===== config.mk =====
export PLATFORM = sky130hd
export DESIGN_NAME = pbu_player_ui
export DESIGN_NICKNAME = d
export VERILOG_FILES = /design/src/logic/pbu_pkg.sv /design/src/logic/pbu_key_sampler.sv /design/src/logic/pbu_player_ui.sv
export SDC_FILE = /design/constraint.sdc
export NUM_CORES = 1
export LEC_CHECK = 0
export BUFFER_PORTS_ARGS = -buffer_cell sky130_fd_sc_hd__buf_2
export CAP_MARGIN = 20
export CORE_AREA = 3 3 124 126
export CTS_CLUSTER_DIAMETER = 60
export DETAILED_ROUTE_END_ITERATION = 16
export DIE_AREA = 0 0 127 129
export PLACE_DENSITY = 0.8
export SLEW_MARGIN = 20
export SYNTH_ARGS = -nofsm -noshare
export SYNTH_HDL_FRONTEND = slang
export SYNTH_SLANG_ARGS = --single-unit

===== constraint.sdc =====
create_clock -name clk_sys_i -period 3.7 [get_ports clk_sys_i]
set_input_delay 0.74 -clock clk_sys_i [delete_from_list [all_inputs] [get_ports clk_sys_i]]
set_output_delay 0.74 -clock clk_sys_i [all_outputs]
set_load 0.005 [all_outputs]

===== src/logic/pbu_pkg.sv =====
// Shared constants and types for the player button user interface.
package pbu_pkg;

    // Clock and key sampling rate.
    localparam int unsigned CLK_HZ           = 200_000_000;
    localparam int unsigned KEY_SAMPLE_HZ    = 16;
    localparam int unsigned KEY_TICK_CYCLES  = CLK_HZ / KEY_SAMPLE_HZ;
    localparam int unsigned KEY_TICK_W       = 24;

    // Key positions on the key vector.
    localparam int unsigned NKEYS            = 6;
    localparam int unsigned KEY_POWER        = 0;
    localparam int unsigned KEY_VOL_DOWN     = 1;
    localparam int unsigned KEY_VOL_UP       = 2;
    localparam int unsigned KEY_PREVIOUS     = 3;
    localparam int unsigned KEY_NEXT         = 4;
    localparam int unsigned KEY_FEATURE      = 5;

    // Press timing, counted in key sample ticks.
    localparam int unsigned HOLD_W           = 7;
    localparam int unsigned LONG_PRESS_S     = 1;
    localparam int unsigned LONG_TICKS       = LONG_PRESS_S * KEY_SAMPLE_HZ;
    localparam int unsigned POWER_OFF_S      = 2;
    localparam int unsigned POWER_OFF_TICKS  = POWER_OFF_S * KEY_SAMPLE_HZ;
    localparam int unsigned FFWD_STEP_S      = 1;
    localparam int unsigned FFWD_STEP_SHIFT  = $clog2(FFWD_STEP_S * KEY_SAMPLE_HZ);

    // Pause timing.
    localparam int unsigned PAUSE_W          = 13;
    localparam int unsigned LP_PAUSE_S       = 4;
    localparam int unsigned LP_PAUSE_TICKS   = LP_PAUSE_S * KEY_SAMPLE_HZ;
    localparam int unsigned AUTO_OFF_MIN     = 5;
    localparam int unsigned AUTO_OFF_TICKS   = AUTO_OFF_MIN * 60 * KEY_SAMPLE_HZ;
    localparam int unsigned BLINK_W          = 3;
    localparam logic [BLINK_W-1:0] BLINK_HALF_TICKS = 3'h4;

    // Song control.
    localparam int unsigned RESTART_S        = 5;

    // Volume in half decibel steps; a larger value is louder.
    localparam int unsigned VOL_W            = 8;
    localparam logic [VOL_W-1:0] VOL_RESET   = 8'hC8;
    localparam logic [VOL_W-1:0] VOL_MAX     = 8'hFF;
    localparam int unsigned VOL_LONG_DB_PER_S = 8;
    localparam logic [VOL_W-1:0] VOL_LONG_STEP = VOL_W'(VOL_LONG_DB_PER_S * 2 / KEY_SAMPLE_HZ);

    // Loudness and sample rate.
    localparam int unsigned GAIN_W           = 8;
    localparam int          GAIN_DEFAULT_DB  = -6;
    localparam logic [GAIN_W-1:0] GAIN_DEFAULT_HDB = GAIN_W'(GAIN_DEFAULT_DB * 2);
    localparam int unsigned RATE_W           = 18;
    localparam int unsigned RATE_CAP_HZ      = 46875;
    localparam logic [RATE_W-1:0] RATE_CAP   = RATE_W'(RATE_CAP_HZ);

    typedef enum logic [4:0] {
        ST_OFF    = 5'h01,
        ST_BOOT   = 5'h02,
        ST_PLAY   = 5'h04,
        ST_PAUSE  = 5'h08,
        ST_LPAUSE = 5'h10
    } pbu_state_e;

    typedef struct packed {
        logic restart;
        logic prev;
        logic next;
        logic random_pick;
        logic rewind;
        logic ffwd;
        logic [2:0] ffwd_speed;
    } pbu_song_cmd_s;

    typedef struct packed {
        logic [NKEYS-1:0]      sync1;
        logic [NKEYS-1:0]      sync2;
        logic [NKEYS-1:0]      sync3;
        logic [NKEYS-1:0]      level;
        logic [KEY_TICK_W-1:0] cnt;
        logic                  tick;
    } pbu_smp_s;

    typedef struct packed {
        pbu_state_e                   st;
        logic [NKEYS-1:0]             key_prev;
        logic [NKEYS-1:0]             sup;
        logic [NKEYS-1:0][HOLD_W-1:0] hold;
        logic [VOL_W-1:0]             vol;
        logic [1:0]                   spatial;
        logic                         random;
        logic [PAUSE_W-1:0]           pause_ticks;
        logic [BLINK_W-1:0]           blink_cnt;
        logic                         blink;
        logic                         usb_act;
        pbu_song_cmd_s                cmd;
        logic [RATE_W-1:0]            rate;
        logic [GAIN_W-1:0]            gain;
    } pbu_ui_s;

endpackage : pbu_pkg


===== src/logic/pbu_key_sampler.sv =====
// Key line synchroniser and key sample tick divider.
`timescale 1ns/1ps
module pbu_key_sampler
    import pbu_pkg::*;
#(
    parameter int unsigned TICK_CYCLES = KEY_TICK_CYCLES
) (
    // Clock and reset.
    input  wire logic             clk_sys_i,
    input  wire logic             reset_n_i,
    // Raw key lines, high while pressed.
    input  wire logic [NKEYS-1:0] keys_raw_i,
    // Sample tick and filtered key levels.
    output logic                  tick_o,
    output logic [NKEYS-1:0]      keys_o
);

    pbu_smp_s         q;
    pbu_smp_s         d;
    logic [NKEYS-1:0] level_nxt;

    // A key level changes only once the second and third stages agree.
    genvar gi;
    generate
        for (gi = 0; gi < NKEYS; gi++) begin : g_key
            assign level_nxt[gi] = (q.sync2[gi] == q.sync3[gi]) ? q.sync3[gi] : q.level[gi];
        end
    endgenerate

    always_comb begin
        d       = q;
        d.sync1 = keys_raw_i;
        d.sync2 = q.sync1;
        d.sync3 = q.sync2;
        d.level = level_nxt;
        d.tick  = 1'b0;
        if (q.cnt == KEY_TICK_W'(TICK_CYCLES - 1)) begin
            d.cnt  = '0;
            d.tick = 1'b1;
        end else begin
            d.cnt = q.cnt + KEY_TICK_W'(1);
        end
    end

    always_ff @(posedge clk_sys_i or negedge reset_n_i) begin
        if (!reset_n_i) begin
            q <= '0;
        end else begin
            q <= d;
        end
    end

    assign tick_o = q.tick;
    assign keys_o = q.level;

endmodule : pbu_key_sampler


===== src/logic/pbu_player_ui.sv =====
// Six-key player user interface: power, pause, volume, song and feature control.
// Overview of operation
// RULE_01: Under one second short, else long press.
// RULE_02: Power key powers on; LED after boot.
// RULE_03: Short power press toggles pause and play.
// RULE_04: Power LED blinks while paused.
// RULE_05: Pause lasting seconds enters low-power pause.
// RULE_06: Power key held two seconds shuts down.
// RULE_07: Short volume press steps half decibel.
// RULE_08: Held volume key ramps eight dB/s.
// RULE_09: Previous restarts after five seconds, else back.
// RULE_10: Short next press advances song immediately.
// RULE_11: Long previous rewinds, long next fast-forwards.
// RULE_12: Long feature toggles random, picks new song; the code picks a new song only when random is switched on.
// RULE_13: Feature LED lit while random play active.
// RULE_14: Short feature cycles four spatial settings.
// RULE_15: Loudness tag used, else minus six dB.
// RULE_16: In USB mode cap rate at 46875 Hz.
// RULE_17: Five minutes paused switches unit off.
// RULE_18: Fast-forward speeds up while key held.
// RULE_19: USB storage activity blinks LED until flush.
// RULE_20: Keys work without any file system.
// RULE_21: Keys sampled sixteen times per second.
// RULE_22: Pressed key line reads high.
// RULE_23: Short acts on release, long at threshold.
`timescale 1ns/1ps
module pbu_player_ui
    import pbu_pkg::*;
#(
    parameter int unsigned        TICK_CYCLES   = KEY_TICK_CYCLES,
    parameter logic [PAUSE_W-1:0] LP_TICKS      = PAUSE_W'(LP_PAUSE_TICKS),
    parameter logic [PAUSE_W-1:0] OFF_TICKS     = PAUSE_W'(AUTO_OFF_TICKS),
    parameter logic [VOL_W-1:0]   VOL_INIT      = VOL_RESET
) (
    // Clock and reset.
    input  wire logic              clk_sys_i,
    input  wire logic              reset_n_i,
    // Key lines: power, volume down, volume up, previous, next, feature.
    input  wire logic [NKEYS-1:0]  keys_i,
    // Player status.
    input  wire logic              boot_done_i,
    input  wire logic [7:0]        song_played_s_i,
    input  wire logic              gain_tag_valid_i,
    input  wire logic [GAIN_W-1:0] gain_tag_hdb_i,
    input  wire logic [RATE_W-1:0] sample_rate_i,
    // USB attachment and storage status.
    input  wire logic              usb_attached_i,
    input  wire logic              storage_busy_i,
    input  wire logic              fs_flushed_i,
    // Power and indicators.
    output logic                   power_en_o,
    output logic                   playing_o,
    output logic                   low_power_o,
    output logic                   power_led_o,
    output logic                   feature_led_o,
    // Audio settings.
    output logic [VOL_W-1:0]       volume_o,
    output logic [1:0]             spatial_mode_o,
    output logic                   random_o,
    output logic [GAIN_W-1:0]      level_adj_hdb_o,
    output logic [RATE_W-1:0]      play_rate_o,
    // Song commands.
    output pbu_song_cmd_s          song_cmd_o
);

    pbu_ui_s          q;
    pbu_ui_s          d;

    logic             tick;
    logic [NKEYS-1:0] keys;
    logic [NKEYS-1:0] pressed;
    logic [NKEYS-1:0] released;
    logic [NKEYS-1:0] short_hit;
    logic [NKEYS-1:0] long_hit;
    logic [NKEYS-1:0] long_held;
    logic             unit_on;

    pbu_key_sampler #(
        .TICK_CYCLES (TICK_CYCLES)
    ) u_pbu_key_sampler (
        .clk_sys_i  (clk_sys_i),
        .reset_n_i  (reset_n_i),
        .keys_raw_i (keys_i),      // RULE_22
        .tick_o     (tick),        // RULE_21
        .keys_o     (keys)
    );

    assign unit_on  = (q.st == ST_PLAY) || (q.st == ST_PAUSE) || (q.st == ST_LPAUSE);
    assign pressed  = keys & ~q.key_prev;
    assign released = ~keys & q.key_prev;

    // Classify presses by how many ticks the key has been down.
    genvar gk;
    generate
        for (gk = 0; gk < NKEYS; gk++) begin : g_press
            assign short_hit[gk] = released[gk] && !q.sup[gk] && (q.hold[gk] < HOLD_W'(LONG_TICKS));   // RULE_01 RULE_23
            assign long_hit[gk]  = keys[gk] && !q.sup[gk] && (q.hold[gk] == HOLD_W'(LONG_TICKS - 1)); // RULE_01 RULE_23
            assign long_held[gk] = keys[gk] && !q.sup[gk] && (q.hold[gk] >= HOLD_W'(LONG_TICKS - 1));
        end
    endgenerate

    always_comb begin
        d                 = q;
        d.cmd.restart     = 1'b0;
        d.cmd.prev        = 1'b0;
        d.cmd.next        = 1'b0;
        d.cmd.random_pick = 1'b0;
        d.rate = (usb_attached_i && sample_rate_i > RATE_CAP) ? RATE_CAP : sample_rate_i; // RULE_16
        d.gain = gain_tag_valid_i ? gain_tag_hdb_i : GAIN_DEFAULT_HDB;                  // RULE_15
        // Activity sets the flag and wins over a flush in the same cycle.
        if (!usb_attached_i) begin
            d.usb_act = 1'b0;
        end else if (storage_busy_i) begin
            d.usb_act = 1'b1;                                                           // RULE_19
        end else if (fs_flushed_i) begin
            d.usb_act = 1'b0;                                                           // RULE_19
        end

        if (q.st == ST_BOOT && boot_done_i) begin
            d.st = ST_PLAY;                                                             // RULE_02
        end

        // Key handling, blinking and pause timing advance only on sample ticks.
        if (tick) begin
            d.key_prev = keys;
            if (q.blink_cnt == BLINK_HALF_TICKS - 3'h1) begin
                d.blink_cnt = '0;
                d.blink     = ~q.blink;
            end else begin
                d.blink_cnt = q.blink_cnt + 3'h1;
            end

            // Hold counts saturate, so a very long hold never wraps back to a short press.
            for (int i = 0; i < NKEYS; i++) begin
                if (keys[i]) begin
                    if (q.hold[i] != '1) begin
                        d.hold[i] = q.hold[i] + HOLD_W'(1);
                    end
                end else begin
                    d.hold[i] = '0;
                    d.sup[i]  = 1'b0;
                end
            end

            case (q.st)
                ST_OFF: begin
                    // Only a fresh press powers up, so a held shutdown press cannot restart.
                    if (pressed[KEY_POWER]) begin
                        d.st             = ST_BOOT;                                     // RULE_02
                        d.sup[KEY_POWER] = 1'b1;
                    end
                end
                ST_PLAY: begin
                    d.pause_ticks = '0;
                    if (short_hit[KEY_POWER]) begin
                        d.st = ST_PAUSE;                                                // RULE_03
                    end
                end
                ST_PAUSE, ST_LPAUSE: begin
                    d.pause_ticks = q.pause_ticks + PAUSE_W'(1);
                    if (short_hit[KEY_POWER]) begin
                        d.st          = ST_PLAY;                                        // RULE_03
                        d.pause_ticks = '0;
                    end else if (q.pause_ticks == OFF_TICKS - PAUSE_W'(1)) begin
                        d.st = ST_OFF;                                                  // RULE_17
                    end else if (q.st == ST_PAUSE && q.pause_ticks == LP_TICKS - PAUSE_W'(1)) begin
                        d.st = ST_LPAUSE;                                               // RULE_05
                    end
                end
                default: begin
                end
            endcase

            // Key actions depend on key state, unit state and played time, never on the storage medium.
            if (unit_on) begin                                                          // RULE_20
                if (keys[KEY_POWER] && q.hold[KEY_POWER] == HOLD_W'(POWER_OFF_TICKS - 1)) begin
                    d.st             = ST_OFF;                                          // RULE_06
                    d.sup[KEY_POWER] = 1'b1;
                end
                if (short_hit[KEY_VOL_DOWN] || long_held[KEY_VOL_DOWN]) begin
                    d.vol = (q.vol > VOL_LONG_STEP) ? q.vol - VOL_LONG_STEP : '0;      // RULE_07 RULE_08
                end else if (short_hit[KEY_VOL_UP] || long_held[KEY_VOL_UP]) begin
                    d.vol = (q.vol < VOL_MAX - VOL_LONG_STEP) ? q.vol + VOL_LONG_STEP : VOL_MAX; // RULE_07 RULE_08
                end
                if (short_hit[KEY_PREVIOUS]) begin
                    if (song_played_s_i >= 8'(RESTART_S)) begin
                        d.cmd.restart = 1'b1;                                           // RULE_09
                    end else begin
                        d.cmd.prev = 1'b1;                                              // RULE_09
                    end
                end
                if (short_hit[KEY_NEXT]) begin
                    d.cmd.next = 1'b1;                                                  // RULE_10
                end
                if (long_hit[KEY_FEATURE]) begin
                    d.random          = ~q.random;                                      // RULE_12
                    d.cmd.random_pick = ~q.random;                                      // RULE_12
                end
                if (short_hit[KEY_FEATURE]) begin
                    d.spatial = q.spatial + 2'h1;                                       // RULE_14
                end
            end
        end

        // Seek levels use the next key view, so they drop on the release tick itself.
        d.cmd.rewind     = (d.st == ST_PLAY) && d.key_prev[KEY_PREVIOUS] && !d.sup[KEY_PREVIOUS]
                           && d.hold[KEY_PREVIOUS] >= HOLD_W'(LONG_TICKS);              // RULE_11
        d.cmd.ffwd       = (d.st == ST_PLAY) && d.key_prev[KEY_NEXT] && !d.sup[KEY_NEXT]
                           && d.hold[KEY_NEXT] >= HOLD_W'(LONG_TICKS);                  // RULE_11
        d.cmd.ffwd_speed = d.cmd.ffwd ? 3'((d.hold[KEY_NEXT] - HOLD_W'(LONG_TICKS)) >> FFWD_STEP_SHIFT) + 3'h1
                                      : 3'h0;                                           // RULE_18
    end

    always_ff @(posedge clk_sys_i or negedge reset_n_i) begin
        if (!reset_n_i) begin
            q       <= '0;
            q.st    <= ST_OFF;
            q.vol   <= VOL_INIT;
            q.sup   <= '1;
        end else begin
            q <= d;
        end
    end

    assign power_en_o      = (q.st != ST_OFF);
    assign playing_o       = (q.st == ST_PLAY);
    assign low_power_o     = (q.st == ST_LPAUSE);
    assign power_led_o     = usb_attached_i ? (q.usb_act && q.blink)                   // RULE_19
                           : (q.st == ST_PLAY) || ((q.st == ST_PAUSE || q.st == ST_LPAUSE) && q.blink); // RULE_02 RULE_04
    assign feature_led_o   = q.random;                                                  // RULE_13

    assign volume_o        = q.vol;
    assign spatial_mode_o  = q.spatial;
    assign random_o        = q.random;
    assign level_adj_hdb_o = q.gain;
    assign play_rate_o     = q.rate;
    assign song_cmd_o      = q.cmd;
endmodule : pbu_player_ui


==> results of run 1 <==
-- placed cells by master (no fill, tap or decap), types with 9 or more instances in the layout --
master     synthesis  layout
nand3_1           44      44
buf_2              3      96
dfstp_2           10      10
and3_1            22      22
or2_2             11      11
nor4_1            12      12
nor2_1            88      88
xnor2_1           23      23
clkbuf_16          0      17
ha_1              15      15
o21ai_0           42      42
nand2_1           80      80
a21oi_1           28      28
nand2b_1           9       9
dfrtp_1          162     162
xor2_1            28      28
nand4_1           14      14
nor3_1            22      22
nor2b_1           16      16
inv_1             24      24
-- power groups by stage --
stage               Sequential (uW)  Clock, uW  Combinational (uW)
floorplan                      1960          0                61.5
global placement               1970          0                 117
detailed placement             1970          0                 120
CTS                            1940       1860                 120
global route                   1940       1940                 133
finish                         1940       1820                 115
-- layout make-up --
cell class | instances | area [sq um]
Fill cell | 1157 | 5079
Sequential cell | 172 | 4317
Multi-Input combinational cell | 579 | 3523
Timing Repair Buffer | 106 | 571.8
Clock buffer | 20 | 456.7
Tap cell | 184 | 230.2
Clock inverter | 12 | 152.6
Inverter | 25 | 93.84
-- registers in the layout (all words and copies together), names as in the netlist --
name	count
q	77
u_pbu_key_sampler.keys_o	6
level_adj_hdb_o	8
play_rate_o	18
song_cmd_o	9
u_pbu_key_sampler.tick_o	1
feature_led_o	1
spatial_mode_o	2
u_pbu_key_sampler.d	12
volume_o	8
u_pbu_key_sampler.q	30
-- kinds of logic (layout without fill, tap and decap cells) --
family,count (synthesis),after routing,synth area share
and+or+nand+nor,362,362,0.2204
DFF,172,172,0.5107
AOI/OAI and AO/OA,136,136,0.1029
buffers and inverters,98,163,0.07253
xor gates and xnor gates,51,51,0.05284
adders and majority gates,21,21,0.02931
muxes,9,9,0.01140
-- path summary, 6_finish.rpt --
kind	start	endpoint	slack, ns	cells after the start
min in group clk_sys_i	u_pbu_key_sampler.d[39]	u_pbu_key_sampler.d[33]	0.35	0
hold / removal	reset_n_i	q[89]	0.30	1
setup / recovery	q[119]	power_led_o	0.74	5
max in group asynchronous	reset_n_i	u_pbu_key_sampler.q[2]	2.60	2
hold reg to reg	u_pbu_key_sampler.d[39]	u_pbu_key_sampler.d[33]	0.35	0
setup reg to reg	q[92]	song_cmd_o[2]	1.09	11
-- through the flow --
step / total power [uW] / utilization / instances / hold WS (ns) / cell area, sq um
floorplan: 2021 / - / 849 / 0.3312 / 8453
global placement: 2088 / 0.6057 / 1066 / 0.3327 / 8736
detailed placement: 2092 / 0.6057 / 1066 / 0.3362 / 8736
CTS: 3913 / 0.6479 / 1098 / 0.3157 / 9345
global route: 4017 / 0.6479 / 1098 / 0.3267 / 9345
finish: 3872 / 0.6479 / 1098 / 0.2968 / 9345
-- critical path: stages (launching register included) --
cell     delay, ns
dfrtp_1       0.43
or2_0         0.37
nor3_2        0.55
a21oi_1       0.16
o21ai_0       0.15
buf_2         0.13
-- routing by layer --
metal / share of wire / vias up / wire length [microns]
li1: - / 3023 / -
met1: 0.44 / 3039 / 7237
met2: 0.49 / 174 / 8068
met3: 0.059 / 20 / 974
met4: 0.013 / 0 / 217
met5: 0 / - / 0
==> impl_metrics.json, run 1 <==
{
  "slew_headroom": 0.3400,
  "syn_avg_cell_area_sq_um": 9.957,
  "place.gp.congestion": 0.9088,
  "grt_first_pass_wirelength_mm": 28.48,
  "fin_skew_ns": 0.007726,
  "die_area_sq_um": 16380,
  "place_ws_ns": 1.125,
  "top_usage_layer": "met2",
  "drc": 0,
  "synth_area_sq_um": 8453,
  "p_sw_frac": 0.2209,
  "maxCapViolations": 0,
  "row_count": 44,
  "num_io_pins": 98,
  "cts_setup_buffers": 0,
  "ys_types": 77,
  "vias": 6256,
  "clkTransAtPathRegs_ns": 0.07,
  "fmax_ghz": 0.3374,
  "timing.final.crit_period_ns": 2.964,
  "antenna_cells": 0,
  "grt_pass1_vias": 6151,
  "pwr-share-seq": 0.500,
  "synth_edf_count": 0,
  "cp_max_fo": 8,
  "root_buffer": "clkbuf_16",
  "wl_mm": 16.50,
  "start_kind": "register",
  "use_met1": 0.2786,
  "synth_top_area_share": 0.4796,
  "wl_per_cell_microns": 15.03,
  "setup_viol": 0,
  "cts_tree": "done",
  "fin_nets": 963,
  "io_buffers": 97,
  "p_sw_uw": 855.4,
  "worstSetupPathType": "reg -> out",
  "fin_setup_tns_ns": 0,
  "avgViaCountPerCell": 5.698,
  "p_int_uw": 3017,
  "die_h_microns": 129,
  "htreeDepth": 4,
  "status": "complete, no violations",
  "insertion_delay_ns": 0.43,
  "synth-seq-area-share": 0.5107,
  "antenna_found_initial": 0,
  "grt_max_degree": 65,
  "worst_pin_slew_ns": 0.9900,
  "first_iter_violations": 509,
  "crit_arrival_ns": 2.22,
  "synth.most_common_cell": "dfrtp_1",
  "die_w_microns": 127,
  "track_usage": 0.2129,
  "async_flop_share": 1.000,
  "synth_area_leaders": "dfrtp_1, buf_4, nor2_1",
  "grt_setup_unrepaired": "false",
  "start_util": 0.5861,
  "min_path_type": "in -> async",
  "powerDensity_nw_per_um2": 414.4,
  "ant_nets": 0,
  "required_ns": 2.96,
  "clockPowerShare": 0.470,
  "met3_usage": 0.06061,
  "irDropWorstVdd_mv": 0.3453,
  "combPwrFrac": 0.030,
  "cp-end-kind": "output port",
  "cts-hold-fix-buffers": 0,
  "report.final.slew_viol_count": 0,
  "synth_flop_cell": "dfrtp_1",
  "synthTopCellsByCount": "dfrtp_1, nor2_1, nand2_1",
  "synth_nets": 911,
  "ys_seq_elements": 172,
  "leakage_uw": 0.004338,
  "yosys.area.top_type": "dfrtp_1",
  "grt_overflow": 0,
  "area_growth_syn_to_layout_pct": 10.55,
  "design.core.area_sq_um": 14420,
  "final_layout_size_suffix_gt1_frac": 0.2013,
  "first_pass_iters": 5,
  "use_met2": 0.3471,
  "cts.sinks": 172,
  "dpl.hpwl_mm": 11.20,
  "yosysWarnings": 0,
  "cts_resized": 0,
  "min_period_over_period": 0.8010,
  "finalHoldViolCount": 0,
  "numCtsBuffers": 17,
  "fin_ws_ns": 0.7363,
  "synth_cells": 849,
  "clockBufferDepth": 2
}
Note: power is estimated with default switching activity, not from simulation.
==> inputs of run 2 (changes only) <==
- CORE_AREA: 3 3 124 126 -> 3 3 131 133
- DIE_AREA: 0 0 127 129 -> 0 0 134 136
- PLACE_DENSITY: 0.8 -> 0.75
- clock period: 3.7 -> 2.5 ns (I/O delays scaled with it)
==> run 2 against run 1 <==
Effect of this change: setup slack got worse by 0.66 ns; largest cell class unchanged; via count increased by 0.14%; utilization decreased by 4.8 points; flip-flop and latch count is the same; hold slack got worse by 0.28 ns; critical path type unchanged; global-route usage down 2.9 points; wire length down 2.1%; final cell count rose by 4.9%; first-iteration DRC count shrank 28%; non-clock buffer count up 22.
==> impl_metrics.json, run 2 (synthesis results as in run 1) <==
{
  "fmax_ghz": 0.4131,
  "htreeDepth": 4,
  "design.core.area_sq_um": 15940,
  "wl_mm": 16.15,
  "grt_pass1_vias": 5922,
  "cts.sinks": 172,
  "root_buffer": "clkbuf_16",
  "report.final.slew_viol_count": 0,
  "place.gp.congestion": 0.9183,
  "io_buffers": 97,
  "cp_max_fo": 9,
  "final_layout_size_suffix_gt1_frac": 0.2276,
  "drc": 0,
  "antenna_cells": 0,
  "clockBufferDepth": 2,
  "area_growth_syn_to_layout_pct": 13.22,
  "maxCapViolations": 0,
  "cp_slowest_cell": "dfstp_2",
  "antenna_found_initial": 0,
  "die_w_microns": 134,
  "worst_pin_slew_ns": 0.6040,
  "ant_nets": 0,
  "num_io_pins": 98,
  "cts-hold-fix-buffers": 0,
  "slowest_delay_ns": 0.41,
  "grt_max_degree": 54,
  "fin_skew_ns": 0.008495,
  "layout_common_cells": "dfrtp_1, buf_2, nor2_1",
  "fin_nets": 985,
  "finalHoldViolCount": 0,
  "grt_first_pass_wirelength_mm": 27.54,
  "layout_commonest_cell": "dfrtp_1",
  "timing.final.crit_period_ns": 2.421,
  "min_path_type": "in -> async",
  "avgViaCountPerCell": 5.438,
  "worstPathCellList": "or2_1 -> buf_4 -> nor3_4 -> buf_6 -> a21oi_1 -> o21ai_0 -> buf_2",
  "min_period_over_period": 0.9683,
  "wl_per_cell_microns": 14.02,
  "clkTransAtPathRegs_ns": 0.07,
  "setup_viol": 0,
  "grt_overflow": 0,
  "slew_headroom": 0.5936,
  "required_ns": 2.00,
  "finalPower_uw": 5556,
  "fin_hold_ws_ns": 0.01681,
  "die_area_sq_um": 18220,
  "leakage_uw": 0.004453,
  "start_kind": "register",
  "first_iter_violations": 364,
  "start_util": 0.5302,
  "die_h_microns": 136,
  "largest_reg_flops": 77,
  "irDropWorstVdd_mv": 0.4723,
  "status": "complete, no violations",
  "first_pass_iters": 5,
  "regMostFlops": "q",
  "worstSetupPathType": "reg -> out",
  "insertion_delay_ns": 0.43,
  "crit_arrival_ns": 1.92,
  "row_count": 46,
  "numCtsBuffers": 17,
  "vias": 6265,
  "powerDensity_nw_per_um2": 580.5,
  "dpl.hpwl_mm": 11.26,
  "cp-end-kind": "output port",
  "track_usage": 0.1840,
  "cts_tree": "done"
}
run 2: cell count changes in the layout (fill, tap and decap cells not counted), moves of 2 or more:
cell,delta
buf_12,+2
and3_1,-2
nor4_2,+2
buf_4,+19
bufinv_16,-2
and3_2,+2
nor4_1,-2
run 2: area by class of cell:
type / instances / area (sq um)
Clock buffer: 18 / 439.2
Inverter: 25 / 93.84
Clock inverter: 14 / 126.4
Fill cell: 1337 / 6372
Tap cell: 216 / 270.3
Multi-Input combinational cell: 579 / 3558
Sequential cell: 172 / 4317
Timing Repair Buffer: 128 / 765.7
run 2: per-layer routing:
layer / share of wire / vias to the layer above / routed length [microns] / global-route usage
met5: 0 / - / 0 / 0
met4: 0.0097 / 0 / 156 / 0.04971
met3: 0.063 / 20 / 1012 / 0.05181
met2: 0.48 / 190 / 7683 / 0.2998
met1: 0.45 / 2983 / 7300 / 0.2441
li1: - / 3072 / - / -
run 2: report_power, final:
group	internal (uW)	leakage (uW)	switching, uW
clock	1340	0.000276	1170
sequential	2830	0.00222	33.9
combinational	79.5	0.00195	96.9
total	4250	0.00445	1310
run 2: repair_timing:
action / in CTS / in global routing
pin swaps: 1 / 1
gates resized for setup: 1 / 7
setup buffers: 2 / 3
setup endpoints to repair: 1 / 4
run 2: worst max-delay path, delay by kind of cell, from the launching register on:
kind / cells / cell delay [ns]
buffers and inverters: 3 / 0.44
flip-flops: 1 / 0.41
AO/OA/AOI/OAI: 2 / 0.17
AND/OR/NAND/NOR: 2 / 0.47
run 2: path summary, 6_finish.rpt:
| path | start | endpoint | slack [ns] | cells after the start |
|---|---|---|---|---|
| setup / recovery | q[118] | power_led_o | 0.08 | 7 |
| hold / removal | reset_n_i | volume_o[2] | 0.02 | 1 |
| min in group clk_sys_i | keys_i[4] | u_pbu_key_sampler.d[41] | 0.18 | 1 |
| hold reg to reg | u_pbu_key_sampler.d[39] | u_pbu_key_sampler.d[33] | 0.35 | 0 |
| setup reg to reg | q[119] | song_cmd_o[4] | 0.19 | 7 |
| max in group asynchronous | reset_n_i | q[110] | 1.81 | 2 |
run 2: stage by stage:
| step | std cells | util | setup TNS, ns | worst slack (ns) | area [sq um] |
|---|---|---|---|---|---|
| global placement | 1115 | 0.5604 | 0 | 0.1145 | 8935 |
| finish | 1152 | 0.6003 | 0 | 0.07914 | 9570 |
| floorplan | 849 | - | 0 | 0.07899 | 8459 |
| global route | 1152 | 0.6003 | -0.005876 | -0.005876 | 9570 |
| CTS | 1149 | 0.5972 | 0 | 0.004905 | 9522 |
| detailed placement | 1115 | 0.5604 | 0 | 0.05076 | 8935 |
